[config.mk]
export PLATFORM = sky130hd
export DESIGN_NAME = amc_top
export DESIGN_NICKNAME = d
export VERILOG_FILES = /design/src/hdl/amc_pkg.sv /design/src/hdl/amc_seq_if.sv /design/src/hdl/amc_seq.sv /design/src/hdl/amc_top.sv
export SDC_FILE = /design/constraint.sdc
export NUM_CORES = 1
export LEC_CHECK = 0
export BUFFER_PORTS_ARGS = -buffer_cell sky130_fd_sc_hd__buf_2
export CAP_MARGIN = 20
export CORE_ASPECT_RATIO = 1.5
export CORE_MARGIN = 1.5
export CORE_UTILIZATION = 63
export CTS_CLUSTER_SIZE = 30
export DETAILED_ROUTE_END_ITERATION = 12
export GPL_TIMING_DRIVEN = 0
export HOLD_SLACK_MARGIN = 0.12
export PLACE_DENSITY_LB_ADDON = 0.1
export RECOVER_POWER = 25
export SYNTH_ARGS = -nofsm -noshare
export SYNTH_HDL_FRONTEND = slang
export SYNTH_SLANG_ARGS = --single-unit
[constraint.sdc]
create_clock -name aclk -period 9.9 [get_ports aclk]
set_clock_uncertainty 0.15 [all_clocks]
set_input_delay 0.99 -clock aclk [delete_from_list [all_inputs] [get_ports aclk]]
set_output_delay 0.99 -clock aclk [all_outputs]
set_load 0.1 [all_outputs]
[src/hdl/amc_pkg.sv]
package amc_pkg;
  // clock and rate limits
  localparam int CLK_HZ = 25000000;
  localparam int RATE10_SPS = 1100000;
  localparam int RATE12_SPS = 500000;
  // least clock cycles per sample, rounded up
  localparam int MIN10_CYC = (CLK_HZ + RATE10_SPS - 1) / RATE10_SPS;
  localparam int MIN12_CYC = (CLK_HZ + RATE12_SPS - 1) / RATE12_SPS;
  // converter shape
  localparam int NUM_AIN = 13;
  localparam int NUM_SH = 4;
  localparam int CODE_W = 12;
  localparam int BITS10 = 10;
  localparam int BITS12 = 12;
  // register byte offsets
  localparam logic [7:0] OFS_CTL1 = 8'h00;
  localparam logic [7:0] OFS_CTL2 = 8'h04;
  localparam logic [7:0] OFS_CTL3 = 8'h08;
  localparam logic [7:0] OFS_PCFGL = 8'h0c;
  localparam logic [7:0] OFS_PCFGH = 8'h10;
  localparam logic [7:0] OFS_CHSEL = 8'h14;
  localparam logic [7:0] OFS_STAT = 8'h18;
  localparam logic [7:0] OFS_CLR = 8'h1c;
  localparam logic [7:0] OFS_IEN = 8'h20;
  localparam logic [7:0] OFS_RES0 = 8'h24;
  // field positions
  localparam int CTL1_ON = 15;
  localparam int CTL1_RES = 10;
  localparam int CTL1_FMT = 8;
  localparam int CTL1_TRIG = 5;
  localparam int CTL1_GO = 1;
  localparam int CTL1_IDLE = 0;
  localparam int CTL2_VREF = 13;
  localparam int CTL2_SHN = 8;
  localparam int CTL3_SAMT = 8;
  localparam int CTL3_DIV = 0;
  // writable bits and reset value
  localparam logic [15:0] CTL1_WMASK = 16'h87e0;
  localparam logic [15:0] CTL2_WMASK = 16'he300;
  localparam logic [15:0] CTL3_WMASK = 16'h1fff;
  localparam logic [15:0] REG_RST = 16'h0000;
  // trigger and format codes
  localparam logic [2:0] TRIG_SW = 3'h0;
  localparam logic [2:0] TRIG_AUTO = 3'h7;
  localparam logic [1:0] FMT_INT = 2'h0;
  localparam logic [1:0] FMT_SINT = 2'h1;
  localparam logic [1:0] FMT_FRAC = 2'h2;
  // status bits
  localparam int ST_DONE = 0;
  localparam int ST_LOST = 1;
  localparam int ST_W = 2;
  // bus responses
  localparam logic [1:0] RESP_OKAY = 2'h0;
  localparam logic [1:0] RESP_SLVERR = 2'h2;
endpackage

[src/hdl/amc_seq_if.sv]
interface amc_seq_if;
  logic ce; // clock enable
  logic on; // module switched on
  logic res12; // 12-bit single-hold mode
  logic go; // one-cycle start
  logic auto; // free-running restart
  logic [1:0] fmt; // result format
  logic [1:0] shn; // hold channel count code
  logic [4:0] samt; // sample time in tad
  logic [7:0] div; // tad divider
  logic [15:0] amask; // analog pin marks
  logic [15:0] chsel; // input per hold channel
  logic done; // conversion set complete
  logic lost; // start while busy
  logic busy; // sequence running
  logic [63:0] res; // four formatted results
  logic [3:0] sh_act; // holds tracking
  modport ctl (output ce, on, res12, go, auto, fmt, shn, samt, div, amask, chsel,
    input done, lost, busy, res, sh_act);
  modport seq (input ce, on, res12, go, auto, fmt, shn, samt, div, amask, chsel,
    output done, lost, busy, res, sh_act);
endinterface

[src/hdl/amc_seq.sv]
module amc_seq
  import amc_pkg::*;
#(
  parameter int NCH = NUM_AIN
)(
  input wire logic aclk,
  input wire logic aresetn,
  amc_seq_if.seq sif,
  input wire logic [NCH*CODE_W-1:0] ain
);
  ////////////////////////////////////////////////////////////
  typedef enum logic [1:0] {SQ_IDLE, SQ_SAMPLE, SQ_CONV} amc_sq_e;
  amc_sq_e state_r, state_nxt; // sequence state
  logic [7:0] tad_r, tad_nxt; // tad divider count
  logic [5:0] step_r, step_nxt; // tad steps in phase
  logic [7:0] rate_r, rate_nxt; // cycles since start
  logic [CODE_W-1:0] held_r [NUM_SH]; // held codes
  logic [CODE_W-1:0] held_nxt [NUM_SH];
  logic [63:0] res_r, res_nxt; // formatted results
  logic done_r, done_nxt, lost_r, lost_nxt;
  logic [3:0] act_r, act_nxt; // holds tracking
  logic [CODE_W-1:0] pick [NUM_SH]; // input seen per hold
  logic [15:0] fval [NUM_SH]; // formatted per hold
  logic [3:0] nmask; // holds in use
  logic [5:0] conv_len; // tads of conversion
  logic [7:0] min_cyc; // rate floor in cycles
  logic tad_tick;

  ////////////////////////////////////////////////////////////
  // holds in use: one in 12-bit, up to four in 10-bit
  always_comb
  begin
    if (sif.res12)
      nmask = 4'h1;
    else if (sif.shn == 2'h0)
      nmask = 4'h1;
    else if (sif.shn == 2'h1)
      nmask = 4'h3;
    else
      nmask = 4'hf;
  end

  // conversion length and rate floor
  always_comb
  begin
    conv_len = sif.res12 ? 6'(BITS12) : 6'(BITS10) * 6'(nmask[3] ? 4 : nmask[1] ? 2 : 1);
    min_cyc = sif.res12 ? 8'(MIN12_CYC) : 8'(MIN10_CYC) * 8'(nmask[3] ? 4 : nmask[1] ? 2 : 1);
  end
  assign tad_tick = (tad_r == sif.div);

  ////////////////////////////////////////////////////////////
  // per hold: pick input, format held code
  for (genvar k = 0; k < NUM_SH; k++)
  begin : g_sh
    logic [3:0] ch;
    logic ok;
    logic [CODE_W-1:0] h;
    assign ch = sif.chsel[4*k +: 4];
    assign ok = (int'(ch) < NCH) && sif.amask[ch];
    assign pick[k] = ok ? ain[int'(ch)*CODE_W +: CODE_W] : '0;
    assign h = held_r[k];
    always_comb
    begin
      case (sif.fmt)
        FMT_INT: fval[k] = sif.res12 ? {4'h0, h} : {6'h00, h[11:2]};
        FMT_SINT: fval[k] = sif.res12 ? {{5{~h[11]}}, h[10:0]} : {{7{~h[11]}}, h[10:2]};
        FMT_FRAC: fval[k] = sif.res12 ? {h, 4'h0} : {h[11:2], 6'h00};
        default: fval[k] = sif.res12 ? {~h[11], h[10:0], 4'h0} : {~h[11], h[10:2], 6'h00};
      endcase
    end
  end

  ////////////////////////////////////////////////////////////
  // sequence next state; sleep and idle do not stop it
  always_comb
  begin
    state_nxt = state_r;
    step_nxt = step_r;
    held_nxt = held_r;
    res_nxt = res_r;
    act_nxt = act_r;
    done_nxt = 1'b0;
    lost_nxt = 1'b0;
    tad_nxt = (state_r == SQ_IDLE || tad_tick) ? 8'h00 : tad_r + 8'h01;
    rate_nxt = (state_r != SQ_IDLE && rate_r != 8'hff) ? rate_r + 8'h01 : rate_r;
    case (state_r)
      SQ_IDLE:
      begin
        if (sif.go || sif.auto)
        begin
          state_nxt = SQ_SAMPLE;
          step_nxt = 6'h00;
          rate_nxt = 8'h00;
          act_nxt = nmask;
        end
      end
      SQ_SAMPLE:
      begin
        if (tad_tick)
        begin
          step_nxt = step_r + 6'h01;
          // all holds captured on the same edge
          if (step_r + 6'h01 >= ((sif.samt == 5'h00) ? 6'h01 : {1'b0, sif.samt}))
          begin
            for (int k = 0; k < NUM_SH; k++)
              held_nxt[k] = nmask[k] ? pick[k] : '0;
            state_nxt = SQ_CONV;
            step_nxt = 6'h00;
            act_nxt = 4'h0;
          end
        end
      end
      SQ_CONV:
      begin
        if (tad_tick && step_r < conv_len)
          step_nxt = step_r + 6'h01;
        // finish only when bits are done and the rate floor is met
        if (step_r >= conv_len && rate_r >= min_cyc)
        begin
          for (int k = 0; k < NUM_SH; k++)
            res_nxt[16*k +: 16] = nmask[k] ? fval[k] : 16'h0000;
          done_nxt = 1'b1;
          state_nxt = SQ_IDLE;
        end
      end
      default: state_nxt = SQ_IDLE;
    endcase
    if (sif.go && state_r != SQ_IDLE)
      lost_nxt = 1'b1;
    // off: no sampling, no conversion
    if (!sif.on)
    begin
      state_nxt = SQ_IDLE;
      act_nxt = 4'h0;
    end
  end

  // sequence registers
  always_ff @(posedge aclk)
  begin
    if (!aresetn)
    begin
      state_r <= SQ_IDLE;
      tad_r <= 8'h00;
      step_r <= 6'h00;
      rate_r <= 8'h00;
      held_r <= '{default: '0};
      res_r <= 64'h0;
      done_r <= 1'b0;
      lost_r <= 1'b0;
      act_r <= 4'h0;
    end
    else if (sif.ce)
    begin
      state_r <= state_nxt;
      tad_r <= tad_nxt;
      step_r <= step_nxt;
      rate_r <= rate_nxt;
      held_r <= held_nxt;
      res_r <= res_nxt;
      done_r <= done_nxt;
      lost_r <= lost_nxt;
      act_r <= act_nxt;
    end
  end

  assign sif.done = done_r;
  assign sif.lost = lost_r;
  assign sif.busy = (state_r != SQ_IDLE);
  assign sif.res = res_r;
  assign sif.sh_act = act_r;

  ////////////////////////////////////////////////////////////
  // checks
  idle_when_off_a: assert property (@(posedge aclk) disable iff (!aresetn)
    (!sif.on && sif.ce) |=> (state_r == SQ_IDLE && act_r == 4'h0))
    else $error("sequence active while off");
  single_hold_a: assert property (@(posedge aclk) disable iff (!aresetn)
    (sif.res12 && state_r == SQ_SAMPLE) |-> (act_r == 4'h1))
    else $error("several holds in 12-bit mode");
  four_hold_a: assert property (@(posedge aclk) disable iff (!aresetn)
    (!sif.res12 && sif.shn[1] && sif.ce && state_r == SQ_IDLE && sif.go && sif.on) |=> (act_r == 4'hf))
    else $error("four holds not sampling together");
  rate_floor_a: assert property (@(posedge aclk) disable iff (!aresetn)
    $rose(done_r) |-> (rate_r >= min_cyc))
    else $error("conversion faster than rate limit");
  unmarked_zero_a: assert property (@(posedge aclk) disable iff (!aresetn)
    (state_r == SQ_SAMPLE && state_nxt == SQ_CONV && !sif.amask[sif.chsel[3:0]] && sif.ce)
    |=> (held_r[0] == '0))
    else $error("unmarked pin was converted");
  frac_align_a: assert property (@(posedge aclk) disable iff (!aresetn)
    (done_nxt && sif.ce && sif.fmt == FMT_FRAC && sif.res12) |=> (res_r[3:0] == 4'h0))
    else $error("fractional result not left aligned");
  done_12_c: cover property (@(posedge aclk) disable iff (!aresetn) done_r && sif.res12);
  done_quad_c: cover property (@(posedge aclk) disable iff (!aresetn) done_r && res_r[63:48] != 16'h0);
  lost_c: cover property (@(posedge aclk) disable iff (!aresetn) lost_r);
endmodule

[src/hdl/amc_top.sv]
// Implementation choices: the register offsets and the AXI4-Lite register port.
module amc_top
  import amc_pkg::*;
#(
  parameter int NCH = NUM_AIN,
  parameter int ADDR_W = 8
)(
  input wire logic aclk,
  input wire logic aresetn,
  input wire logic ce,
  input wire logic [ADDR_W-1:0] s_axi_awaddr,
  input wire logic s_axi_awvalid,
  output logic s_axi_awready,
  input wire logic [31:0] s_axi_wdata,
  input wire logic [3:0] s_axi_wstrb,
  input wire logic s_axi_wvalid,
  output logic s_axi_wready,
  output logic [1:0] s_axi_bresp,
  output logic s_axi_bvalid,
  input wire logic s_axi_bready,
  input wire logic [ADDR_W-1:0] s_axi_araddr,
  input wire logic s_axi_arvalid,
  output logic s_axi_arready,
  output logic [31:0] s_axi_rdata,
  output logic [1:0] s_axi_rresp,
  output logic s_axi_rvalid,
  input wire logic s_axi_rready,
  input wire logic [NCH*CODE_W-1:0] ain,
  input wire logic ext_trig,
  output logic irq,
  output logic [2:0] vref_select,
  output logic [3:0] sh_active
);
  ////////////////////////////////////////////////////////////
  amc_seq_if sif(); // link to sequencer
  // bus state
  logic aw_hold_r, aw_hold_nxt; // write address held
  logic w_hold_r, w_hold_nxt; // write data held
  logic [7:0] awaddr_r, awaddr_nxt;
  logic [31:0] wdata_r, wdata_nxt;
  logic [3:0] wstrb_r, wstrb_nxt;
  logic awready_r, awready_nxt, wready_r, wready_nxt;
  logic bvalid_r, bvalid_nxt, arready_r, arready_nxt;
  logic rvalid_r, rvalid_nxt;
  logic [1:0] bresp_r, bresp_nxt, rresp_r, rresp_nxt;
  logic [31:0] rdata_r, rdata_nxt;
  logic wr_do; // write performed this cycle
  logic wr_hit; // write address mapped
  logic [15:0] rd_val; // read mux value
  logic rd_hit; // read address mapped
  // register state
  logic [15:0] ctl1_r, ctl1_nxt, ctl2_r, ctl2_nxt, ctl3_r, ctl3_nxt;
  logic [15:0] pcfgl_r, pcfgl_nxt, pcfgh_r, pcfgh_nxt;
  logic [15:0] chsel_r, chsel_nxt;
  logic [ST_W-1:0] stat_r, stat_nxt, ien_r, ien_nxt, clr;
  logic go_r, go_nxt, irq_r, irq_nxt;
  logic [2:0] trig; // trigger source

  // 16-bit register write with byte lanes
  function automatic logic [15:0] merge(input logic [15:0] o, input logic [31:0] d,
    input logic [3:0] s, input logic [15:0] m);
    merge = {s[1] ? d[15:8] : o[15:8], s[0] ? d[7:0] : o[7:0]} & m;
  endfunction

  ////////////////////////////////////////////////////////////
  // address decode
  always_comb
  begin
    wr_hit = (awaddr_r[1:0] == 2'h0) && (awaddr_r <= OFS_RES0 + 8'h0c);
    rd_hit = (s_axi_araddr[1:0] == 2'h0) && ({{(8){1'b0}}, s_axi_araddr} <= 16'(OFS_RES0 + 8'h0c));
    rd_val = 16'h0000;
    case (8'(s_axi_araddr))
      OFS_CTL1: rd_val = ctl1_r | {15'h0000, !sif.busy};
      OFS_CTL2: rd_val = ctl2_r;
      OFS_CTL3: rd_val = ctl3_r;
      OFS_PCFGL: rd_val = pcfgl_r;
      OFS_PCFGH: rd_val = pcfgh_r;
      OFS_CHSEL: rd_val = chsel_r;
      OFS_STAT: rd_val = {14'h0000, stat_r};
      OFS_IEN: rd_val = {14'h0000, ien_r};
      OFS_RES0: rd_val = sif.res[15:0];
      OFS_RES0 + 8'h04: rd_val = sif.res[31:16];
      OFS_RES0 + 8'h08: rd_val = sif.res[47:32];
      OFS_RES0 + 8'h0c: rd_val = sif.res[63:48];
      default: rd_val = 16'h0000; // clear register reads zero
    endcase
  end

  ////////////////////////////////////////////////////////////
  // bus next state: address and data taken in either order
  always_comb
  begin
    aw_hold_nxt = aw_hold_r;
    w_hold_nxt = w_hold_r;
    awaddr_nxt = awaddr_r;
    wdata_nxt = wdata_r;
    wstrb_nxt = wstrb_r;
    bvalid_nxt = bvalid_r;
    bresp_nxt = bresp_r;
    rvalid_nxt = rvalid_r;
    rresp_nxt = rresp_r;
    rdata_nxt = rdata_r;
    wr_do = aw_hold_r && w_hold_r && !bvalid_r;
    // capture write address
    if (awready_r && s_axi_awvalid)
    begin
      aw_hold_nxt = 1'b1;
      awaddr_nxt = 8'(s_axi_awaddr);
    end
    // capture write data
    if (wready_r && s_axi_wvalid)
    begin
      w_hold_nxt = 1'b1;
      wdata_nxt = s_axi_wdata;
      wstrb_nxt = s_axi_wstrb;
    end
    // both held: perform and answer
    if (wr_do)
    begin
      aw_hold_nxt = 1'b0;
      w_hold_nxt = 1'b0;
      bvalid_nxt = 1'b1;
      bresp_nxt = wr_hit ? RESP_OKAY : RESP_SLVERR;
    end
    if (bvalid_r && s_axi_bready)
      bvalid_nxt = 1'b0;
    // read answer
    if (arready_r && s_axi_arvalid)
    begin
      rvalid_nxt = 1'b1;
      rdata_nxt = {16'h0000, rd_val};
      rresp_nxt = rd_hit ? RESP_OKAY : RESP_SLVERR;
    end
    else if (rvalid_r && s_axi_rready)
      rvalid_nxt = 1'b0;
    awready_nxt = !aw_hold_nxt && !bvalid_nxt;
    wready_nxt = !w_hold_nxt && !bvalid_nxt;
    arready_nxt = !rvalid_nxt;
  end

  // bus registers
  always_ff @(posedge aclk)
  begin
    if (!aresetn)
    begin
      aw_hold_r <= 1'b0;
      w_hold_r <= 1'b0;
      awaddr_r <= 8'h00;
      wdata_r <= 32'h0;
      wstrb_r <= 4'h0;
      awready_r <= 1'b0;
      wready_r <= 1'b0;
      bvalid_r <= 1'b0;
      bresp_r <= RESP_OKAY;
      arready_r <= 1'b0;
      rvalid_r <= 1'b0;
      rresp_r <= RESP_OKAY;
      rdata_r <= 32'h0;
    end
    else if (ce)
    begin
      aw_hold_r <= aw_hold_nxt;
      w_hold_r <= w_hold_nxt;
      awaddr_r <= awaddr_nxt;
      wdata_r <= wdata_nxt;
      wstrb_r <= wstrb_nxt;
      awready_r <= awready_nxt;
      wready_r <= wready_nxt;
      bvalid_r <= bvalid_nxt;
      bresp_r <= bresp_nxt;
      arready_r <= arready_nxt;
      rvalid_r <= rvalid_nxt;
      rresp_r <= rresp_nxt;
      rdata_r <= rdata_nxt;
    end
  end

  ////////////////////////////////////////////////////////////
  // register next state
  always_comb
  begin
    ctl1_nxt = ctl1_r;
    ctl2_nxt = ctl2_r;
    ctl3_nxt = ctl3_r;
    pcfgl_nxt = pcfgl_r;
    pcfgh_nxt = pcfgh_r;
    chsel_nxt = chsel_r;
    ien_nxt = ien_r;
    clr = '0;
    go_nxt = 1'b0;
    trig = ctl1_r[CTL1_TRIG +: 3];
    if (wr_do)
    begin
      case (awaddr_r)
        OFS_CTL1:
        begin
          ctl1_nxt = merge(ctl1_r, wdata_r, wstrb_r, CTL1_WMASK);
          if (ctl1_r[CTL1_ON])
            ctl1_nxt[CTL1_RES] = ctl1_r[CTL1_RES];
          go_nxt = ctl1_r[CTL1_ON] && (trig == TRIG_SW) && wstrb_r[0] && wdata_r[CTL1_GO];
        end
        OFS_CTL2: ctl2_nxt = merge(ctl2_r, wdata_r, wstrb_r, CTL2_WMASK);
        OFS_CTL3: ctl3_nxt = merge(ctl3_r, wdata_r, wstrb_r, CTL3_WMASK);
        OFS_PCFGL: pcfgl_nxt = merge(pcfgl_r, wdata_r, wstrb_r, 16'hffff);
        OFS_PCFGH: pcfgh_nxt = merge(pcfgh_r, wdata_r, wstrb_r, 16'hffff);
        OFS_CHSEL: chsel_nxt = merge(chsel_r, wdata_r, wstrb_r, 16'hffff);
        OFS_CLR: clr = wstrb_r[0] ? wdata_r[ST_W-1:0] : '0;
        OFS_IEN: ien_nxt = wstrb_r[0] ? wdata_r[ST_W-1:0] : ien_r;
        default: ;
      endcase
    end
    // external trigger for the non-software, non-auto sources
    if (ctl1_r[CTL1_ON] && trig != TRIG_SW && trig != TRIG_AUTO && ext_trig)
      go_nxt = 1'b1;
    // sticky status: a new event beats a clear
    stat_nxt = (stat_r & ~clr) | {sif.lost, sif.done};
    irq_nxt = |(stat_nxt & ien_nxt);
  end

  // register state
  always_ff @(posedge aclk)
  begin
    if (!aresetn)
    begin
      ctl1_r <= REG_RST;
      ctl2_r <= REG_RST;
      ctl3_r <= REG_RST;
      pcfgl_r <= REG_RST;
      pcfgh_r <= REG_RST;
      chsel_r <= REG_RST;
      stat_r <= '0;
      ien_r <= '0;
      go_r <= 1'b0;
      irq_r <= 1'b0;
    end
    else if (ce)
    begin
      ctl1_r <= ctl1_nxt;
      ctl2_r <= ctl2_nxt;
      ctl3_r <= ctl3_nxt;
      pcfgl_r <= pcfgl_nxt;
      pcfgh_r <= pcfgh_nxt;
      chsel_r <= chsel_nxt;
      stat_r <= stat_nxt;
      ien_r <= ien_nxt;
      go_r <= go_nxt;
      irq_r <= irq_nxt;
    end
  end

  ////////////////////////////////////////////////////////////
  // sequencer hookup
  assign sif.ce = ce;
  assign sif.on = ctl1_r[CTL1_ON];
  assign sif.res12 = ctl1_r[CTL1_RES];
  assign sif.go = go_r;
  assign sif.auto = (trig == TRIG_AUTO);
  assign sif.fmt = ctl1_r[CTL1_FMT +: 2];
  assign sif.shn = ctl2_r[CTL2_SHN +: 2];
  assign sif.samt = ctl3_r[CTL3_SAMT +: 5];
  assign sif.div = ctl3_r[CTL3_DIV +: 8];
  assign sif.amask = pcfgl_r;
  assign sif.chsel = chsel_r;

  amc_seq #(.NCH(NCH)) u_seq (
    .aclk(aclk),
    .aresetn(aresetn),
    .sif(sif),
    .ain(ain)
  );

  // outputs
  assign s_axi_awready = awready_r;
  assign s_axi_wready = wready_r;
  assign s_axi_bvalid = bvalid_r;
  assign s_axi_bresp = bresp_r;
  assign s_axi_arready = arready_r;
  assign s_axi_rvalid = rvalid_r;
  assign s_axi_rdata = rdata_r;
  assign s_axi_rresp = rresp_r;
  assign irq = irq_r;
  assign vref_select = ctl2_r[CTL2_VREF +: 3];
  assign sh_active = sif.sh_act;

  ////////////////////////////////////////////////////////////
  // checks
  res_lock_a: assert property (@(posedge aclk) disable iff (!aresetn)
    (ctl1_r[CTL1_ON] && $past(ctl1_r[CTL1_ON])) |-> $stable(ctl1_r[CTL1_RES]))
    else $error("resolution changed while on");
  irq_level_a: assert property (@(posedge aclk) disable iff (!aresetn)
    irq_r == |(stat_r & ien_r))
    else $error("interrupt level mismatch");
  done_sticky_a: assert property (@(posedge aclk) disable iff (!aresetn)
    (sif.done && ce) |=> stat_r[ST_DONE])
    else $error("done event lost");
  write_resp_a: assert property (@(posedge aclk) disable iff (!aresetn)
    (wr_do && ce) |=> (s_axi_bvalid && !s_axi_awready && !s_axi_wready))
    else $error("write not answered");
  go_needs_on_a: assert property (@(posedge aclk) disable iff (!aresetn)
    go_r |-> $past(ctl1_r[CTL1_ON]))
    else $error("start issued while off");
  wr_c: cover property (@(posedge aclk) disable iff (!aresetn) s_axi_bvalid && s_axi_bready);
  irq_c: cover property (@(posedge aclk) disable iff (!aresetn) $rose(irq_r));
endmodule

==> metrics.txt <==
# TYPE chip_impl_metric gauge
chip_impl_metric{name="slew_violations",unit=""} 0
chip_impl_metric{name="synthesis.area",unit="mm2"} 0.0171
chip_impl_metric{name="comb_power_share",unit=""} 0.119
chip_impl_metric{name="synth-edff-count",unit=""} 0
chip_impl_metric{name="place_congestion",unit=""} 1.09
chip_impl_metric{name="io_buffers",unit=""} 227
chip_impl_metric{name="worst_pin_slew",unit="ps"} 1200
chip_impl_info{name="critical-path-top-delay-family",value="buffers and inverters"} 1
chip_impl_metric{name="switching_power",unit="W"} 0.000603
chip_impl_metric{name="multi_input_comb_area",unit="mm2"} 0.0107
chip_impl_metric{name="slew_headroom",unit=""} 0.202
chip_impl_metric{name="cts_made_buffers",unit=""} 25
chip_impl_metric{name="routed-via-count",unit=""} 16900
chip_impl_metric{name="final_min_period_over_clock_period",unit=""} 0.481
chip_impl_metric{name="worst_skew_pair_later_pin_latency",unit="ps"} 540
chip_impl_metric{name="num_rows",unit=""} 73
chip_impl_metric{name="tns",unit="ps"} 0
chip_impl_info{name="kind_of_capture_point_of_the_worst_setup_path",value="flop"} 1
chip_impl_metric{name="remaining_drc_errors",unit=""} 0
chip_impl_metric{name="pin_count_of_the_biggest_net_entering_global_routing",unit=""} 15
chip_impl_metric{name="final_antenna_net_count",unit=""} 0
chip_impl_info{name="clock_tree.root_cell",value="sky130_fd_sc_hd__clkbuf_16"} 1
chip_impl_metric{name="final_critical_path_setup_slack",unit="ps"} 5140
chip_impl_metric{name="post_synth_num_cell_types",unit=""} 81
chip_impl_metric{name="finalSetupViolations",unit=""} 0
chip_impl_metric{name="nNetsFinal",unit=""} 2293
chip_impl_metric{name="antenna_cells",unit=""} 0
chip_impl_metric{name="initial_core_util",unit=""} 0.643
chip_impl_metric{name="clockPowerShare",unit=""} 0.406
chip_impl_metric{name="syn_avg_cell_area",unit="um2"} 9.61
chip_impl_metric{name="grt_pass1_wl",unit="mm"} 98.6
chip_impl_metric{name="async_reset_ff_frac",unit=""} 0
chip_impl_info{name="grt_setup_unrepaired",value="false"} 1
chip_impl_metric{name="cts-hold-fix-buffers",unit=""} 0
chip_impl_metric{name="flip_flop_and_latch_count_after_synthesis",unit=""} 265
chip_impl_info{name="cts_tree",value="yes"} 1
chip_impl_metric{name="switching_share",unit=""} 0.265
chip_impl_metric{name="detail_route.vias_per_cell",unit=""} 7.03
chip_impl_metric{name="min_period",unit="ps"} 4760
chip_impl_metric{name="cts.sink_count",unit=""} 265
chip_impl_metric{name="fillCellCount",unit=""} 1949
chip_impl_metric{name="sequentialPowerShare",unit=""} 0.476
chip_impl_metric{name="dieHeight",unit="um"} 205
chip_impl_metric{name="cts_max_level",unit=""} 1
chip_impl_metric{name="core_region_area",unit="mm2"} 0.0266
chip_impl_metric{name="post_cts_buffers",unit=""} 0
chip_impl_metric{name="timing.critical_path.required",unit="ps"} 10210
chip_impl_metric{name="maxClockFrequency",unit="MHz"} 210
chip_impl_metric{name="timing.critical_path.fanout_max",unit=""} 10
chip_impl_metric{name="first_global_vias",unit=""} 16700
chip_impl_info{name="run_status",value="finished, final reports clean"} 1
chip_impl_metric{name="synth-seq-area-share",unit=""} 0.311
chip_impl_metric{name="io_pins",unit=""} 266
chip_impl_metric{name="ff_latch_area",unit="mm2"} 0.00531
chip_impl_metric{name="clkTransAtPathRegs",unit="ps"} 70
chip_impl_metric{name="placement.setup.worst_slack",unit="ps"} 5390
chip_impl_info{name="slowest_stage",value="sky130_fd_sc_hd__clkbuf_1"} 1
chip_impl_info{name="worstSetupStartpointType",value="flop"} 1
chip_impl_info{name="timing.setup.critical_path_class",value="reg -> reg"} 1
chip_impl_metric{name="syn_inst",unit=""} 1777
chip_impl_metric{name="die-width",unit="um"} 137
chip_impl_metric{name="detail_route.wirelength",unit="mm"} 67.3
chip_impl_metric{name="report.final.hold_viol_count",unit=""} 0
chip_impl_metric{name="area_growth_syn_to_layout",unit="%"} 13.9
chip_impl_metric{name="first_iter_violations",unit=""} 1834
chip_impl_info{name="worstPathCellList",value="clkbuf_1 -> clkbuf_1 -> nor3_1 -> or2_2 -> ha_1 -> a21oi_1 -> o21ai_0 -> a211oi_1 -> a211o_2 -> buf_4 -> buf_2 -> nand2_1 -> a21oi_1"} 1
chip_impl_metric{name="yosys_warnings",unit=""} 0
chip_impl_metric{name="power.density",unit="mW/mm2"} 117
chip_impl_metric{name="first_pass_iters",unit=""} 6
chip_impl_metric{name="cp_slowest_stage_delay",unit="ps"} 650
chip_impl_metric{name="total_leakage_power",unit="nW"} 7.01
chip_impl_info{name="worstHoldPathType",value="reg -> reg"} 1
chip_impl_metric{name="dp_hpwl",unit="mm"} 52.0
chip_impl_metric{name="critPathBufInv",unit=""} 4
chip_impl_metric{name="routed_wire_length_per_instance",unit="um"} 28.0
chip_impl_metric{name="ir_drop",unit="V"} 0.000172
chip_impl_metric{name="drive_above_1_share",unit=""} 0.260
chip_impl_metric{name="cts_resized",unit=""} 0
chip_impl_metric{name="max-cap-violations",unit=""} 0
chip_impl_metric{name="design.die.area",unit="mm2"} 0.0281
chip_impl_metric{name="power_report.internal_total",unit="W"} 0.00167
chip_impl_metric{name="antenna_found_initial",unit=""} 0
chip_impl_metric{name="grt_usage",unit=""} 0.483
chip_impl_info{name="ys.flop_type",value="sky130_fd_sc_hd__dfxtp_1"} 1
chip_impl_metric{name="cp_data_arrival_time",unit="ps"} 5070
chip_impl_metric{name="global_route.overflow_total",unit=""} 0
chip_impl_metric{name="clk_path_buf_depth",unit=""} 3
registers in the layout, summed over array words and instances, names as in the netlist, 3 cells and up:
register,cells
awaddr_r,8
chsel_r,16
ctl1_r,7
ctl2_r,5
ctl3_r,13
pcfgh_r,16
pcfgl_r,16
s_axi_rdata,16
u_seq.g_sh.h,42
u_seq.rate_r,8
u_seq.sif.res,64
u_seq.sif.sh_act,3
u_seq.step_r,6
u_seq.tad_r,8
wdata_r,16
layout make-up:
cell class,count,share of cell area
clock buffers,35,0.0367
inverters,55,0.0106
clock inverters,7,0.00225
flip-flops and latches,265,0.273
repair buffers,229,0.0589
well taps,337,0.0217
multi-input cells,1302,0.552
plain buffers,172,0.0449
Yosys cell counts, drive strengths merged (9+ instances only):
master   number  area, um2
and2         18        113
o22ai        11       68.8
nand2       193        729
a22o         19        166
nor2b        12       75.1
mux2         11        124
a31oi        10       62.6
nor2        150        593
mux2i        96        961
inv          53        199
or3          31        194
buf          89        566
xor2         12        105
ha           26        325
a22oi        37        278
nand2b        9       63.8
a21oi       173        866
a211oi       29        223
and3         10       62.6
nand3        62        315
o2bb2ai      30        263
dfxtp       265       5310
mux4        170       3830
o21ai        56        280
nor3         16       90.1
nand4        15       93.8
clkbuf       83        313
xnor2        14        123
layout by cell type (no fill, tap or decap), types with 25 or more instances in the layout:
| master | count |
|---|---|
| sky130_fd_sc_hd__a211oi_1 | 28 |
| sky130_fd_sc_hd__nand3_1 | 61 |
| sky130_fd_sc_hd__buf_4 | 30 |
| sky130_fd_sc_hd__o2bb2ai_1 | 30 |
| sky130_fd_sc_hd__o21ai_0 | 55 |
| sky130_fd_sc_hd__inv_1 | 53 |
| sky130_fd_sc_hd__or3_1 | 31 |
| sky130_fd_sc_hd__a22oi_1 | 37 |
| sky130_fd_sc_hd__clkbuf_16 | 25 |
| sky130_fd_sc_hd__mux2i_1 | 96 |
| sky130_fd_sc_hd__mux4_2 | 170 |
| sky130_fd_sc_hd__buf_2 | 257 |
| sky130_fd_sc_hd__a21oi_1 | 173 |
| sky130_fd_sc_hd__nor2_1 | 146 |
| sky130_fd_sc_hd__ha_1 | 26 |
| sky130_fd_sc_hd__nand2_1 | 193 |
| sky130_fd_sc_hd__clkbuf_1 | 98 |
| sky130_fd_sc_hd__dfxtp_1 | 265 |
worst reg2reg max path, stage by stage (launching register included):
cell	delay (ps)
sky130_fd_sc_hd__dfxtp_1	540
sky130_fd_sc_hd__clkbuf_1	550
sky130_fd_sc_hd__clkbuf_1	650
sky130_fd_sc_hd__nor3_1	310
sky130_fd_sc_hd__or2_2	350
sky130_fd_sc_hd__ha_1	310
sky130_fd_sc_hd__a21oi_1	140
sky130_fd_sc_hd__o21ai_0	100
sky130_fd_sc_hd__a211oi_1	510
sky130_fd_sc_hd__a211o_2	340
sky130_fd_sc_hd__buf_4	220
sky130_fd_sc_hd__buf_2	280
sky130_fd_sc_hd__nand2_1	100
sky130_fd_sc_hd__a21oi_1	140
cell families (layout without fill, tap and decap cells):
| logic type | count (synthesis) | count (layout) | synth area share |
|---|---|---|---|
| adder cells (fa/ha/maj) | 27 | 27 | 0.0196 |
| flip-flops | 265 | 265 | 0.311 |
| other | 2 | 19 | 0.000440 |
| XOR/XNOR | 26 | 26 | 0.0133 |
| AND/OR/NAND/NOR | 545 | 545 | 0.150 |
| AO/OA/AOI/OAI | 408 | 408 | 0.154 |
| buffers and inverters | 227 | 498 | 0.0635 |
| multiplexers | 277 | 277 | 0.288 |
final timing paths:
path / start / endpoint / slack, ps / cells after the start
setup reg to reg: ctl1_r[10]$_SDFFE_PN0P_ / u_seq.sif.res[6]$_SDFFE_PN0P_ / 5140 / 13
hold / removal: u_seq.sif.res[34]$_SDFFE_PN0P_ / u_seq.sif.res[34]$_SDFFE_PN0P_ / 300 / 2
hold reg to reg: u_seq.sif.res[34]$_SDFFE_PN0P_ / u_seq.sif.res[34]$_SDFFE_PN0P_ / 300 / 2
setup / recovery: ctl1_r[10]$_SDFFE_PN0P_ / u_seq.sif.res[6]$_SDFFE_PN0P_ / 5140 / 13
per-stage QoR:
| stage | instance area (um2) | power, W | utilization | cells | hold slack [ps] |
|---|---|---|---|---|---|
| after floorplan | 17100 | 0.00126 | - | 1794 | 278 |
| after global placement | 18700 | 0.00136 | 0.704 | 2358 | 286 |
| after detailed placement | 18700 | 0.00137 | 0.704 | 2358 | 292 |
| after CTS | 19500 | 0.00226 | 0.732 | 2400 | 301 |
| after global routing | 19500 | 0.00232 | 0.732 | 2402 | 316 |
| final | 19500 | 0.00227 | 0.732 | 2402 | 302 |
power by group through the flow:
| stage | Combinational [W] | Sequential [W] | Clock (W) |
|---|---|---|---|
| 2_1_floorplan | 0.000140 | 0.00112 | 0 |
| 3_3_place_gp | 0.000254 | 0.00111 | 0 |
| 3_5_place_dp | 0.000260 | 0.00111 | 0 |
| 4_1_cts | 0.000261 | 0.00108 | 0.000918 |
| 5_1_grt | 0.000280 | 0.00108 | 0.000961 |
| 6_report | 0.000270 | 0.00108 | 0.000923 |
metal layers:
metal  track usage  wire [um]
met4         0.503       8780
met3        0.0987       6540
met5             0          0
met2         0.778      30900
met1         0.501      21100
No activity file was read; power rests on OpenSTA's default activity.
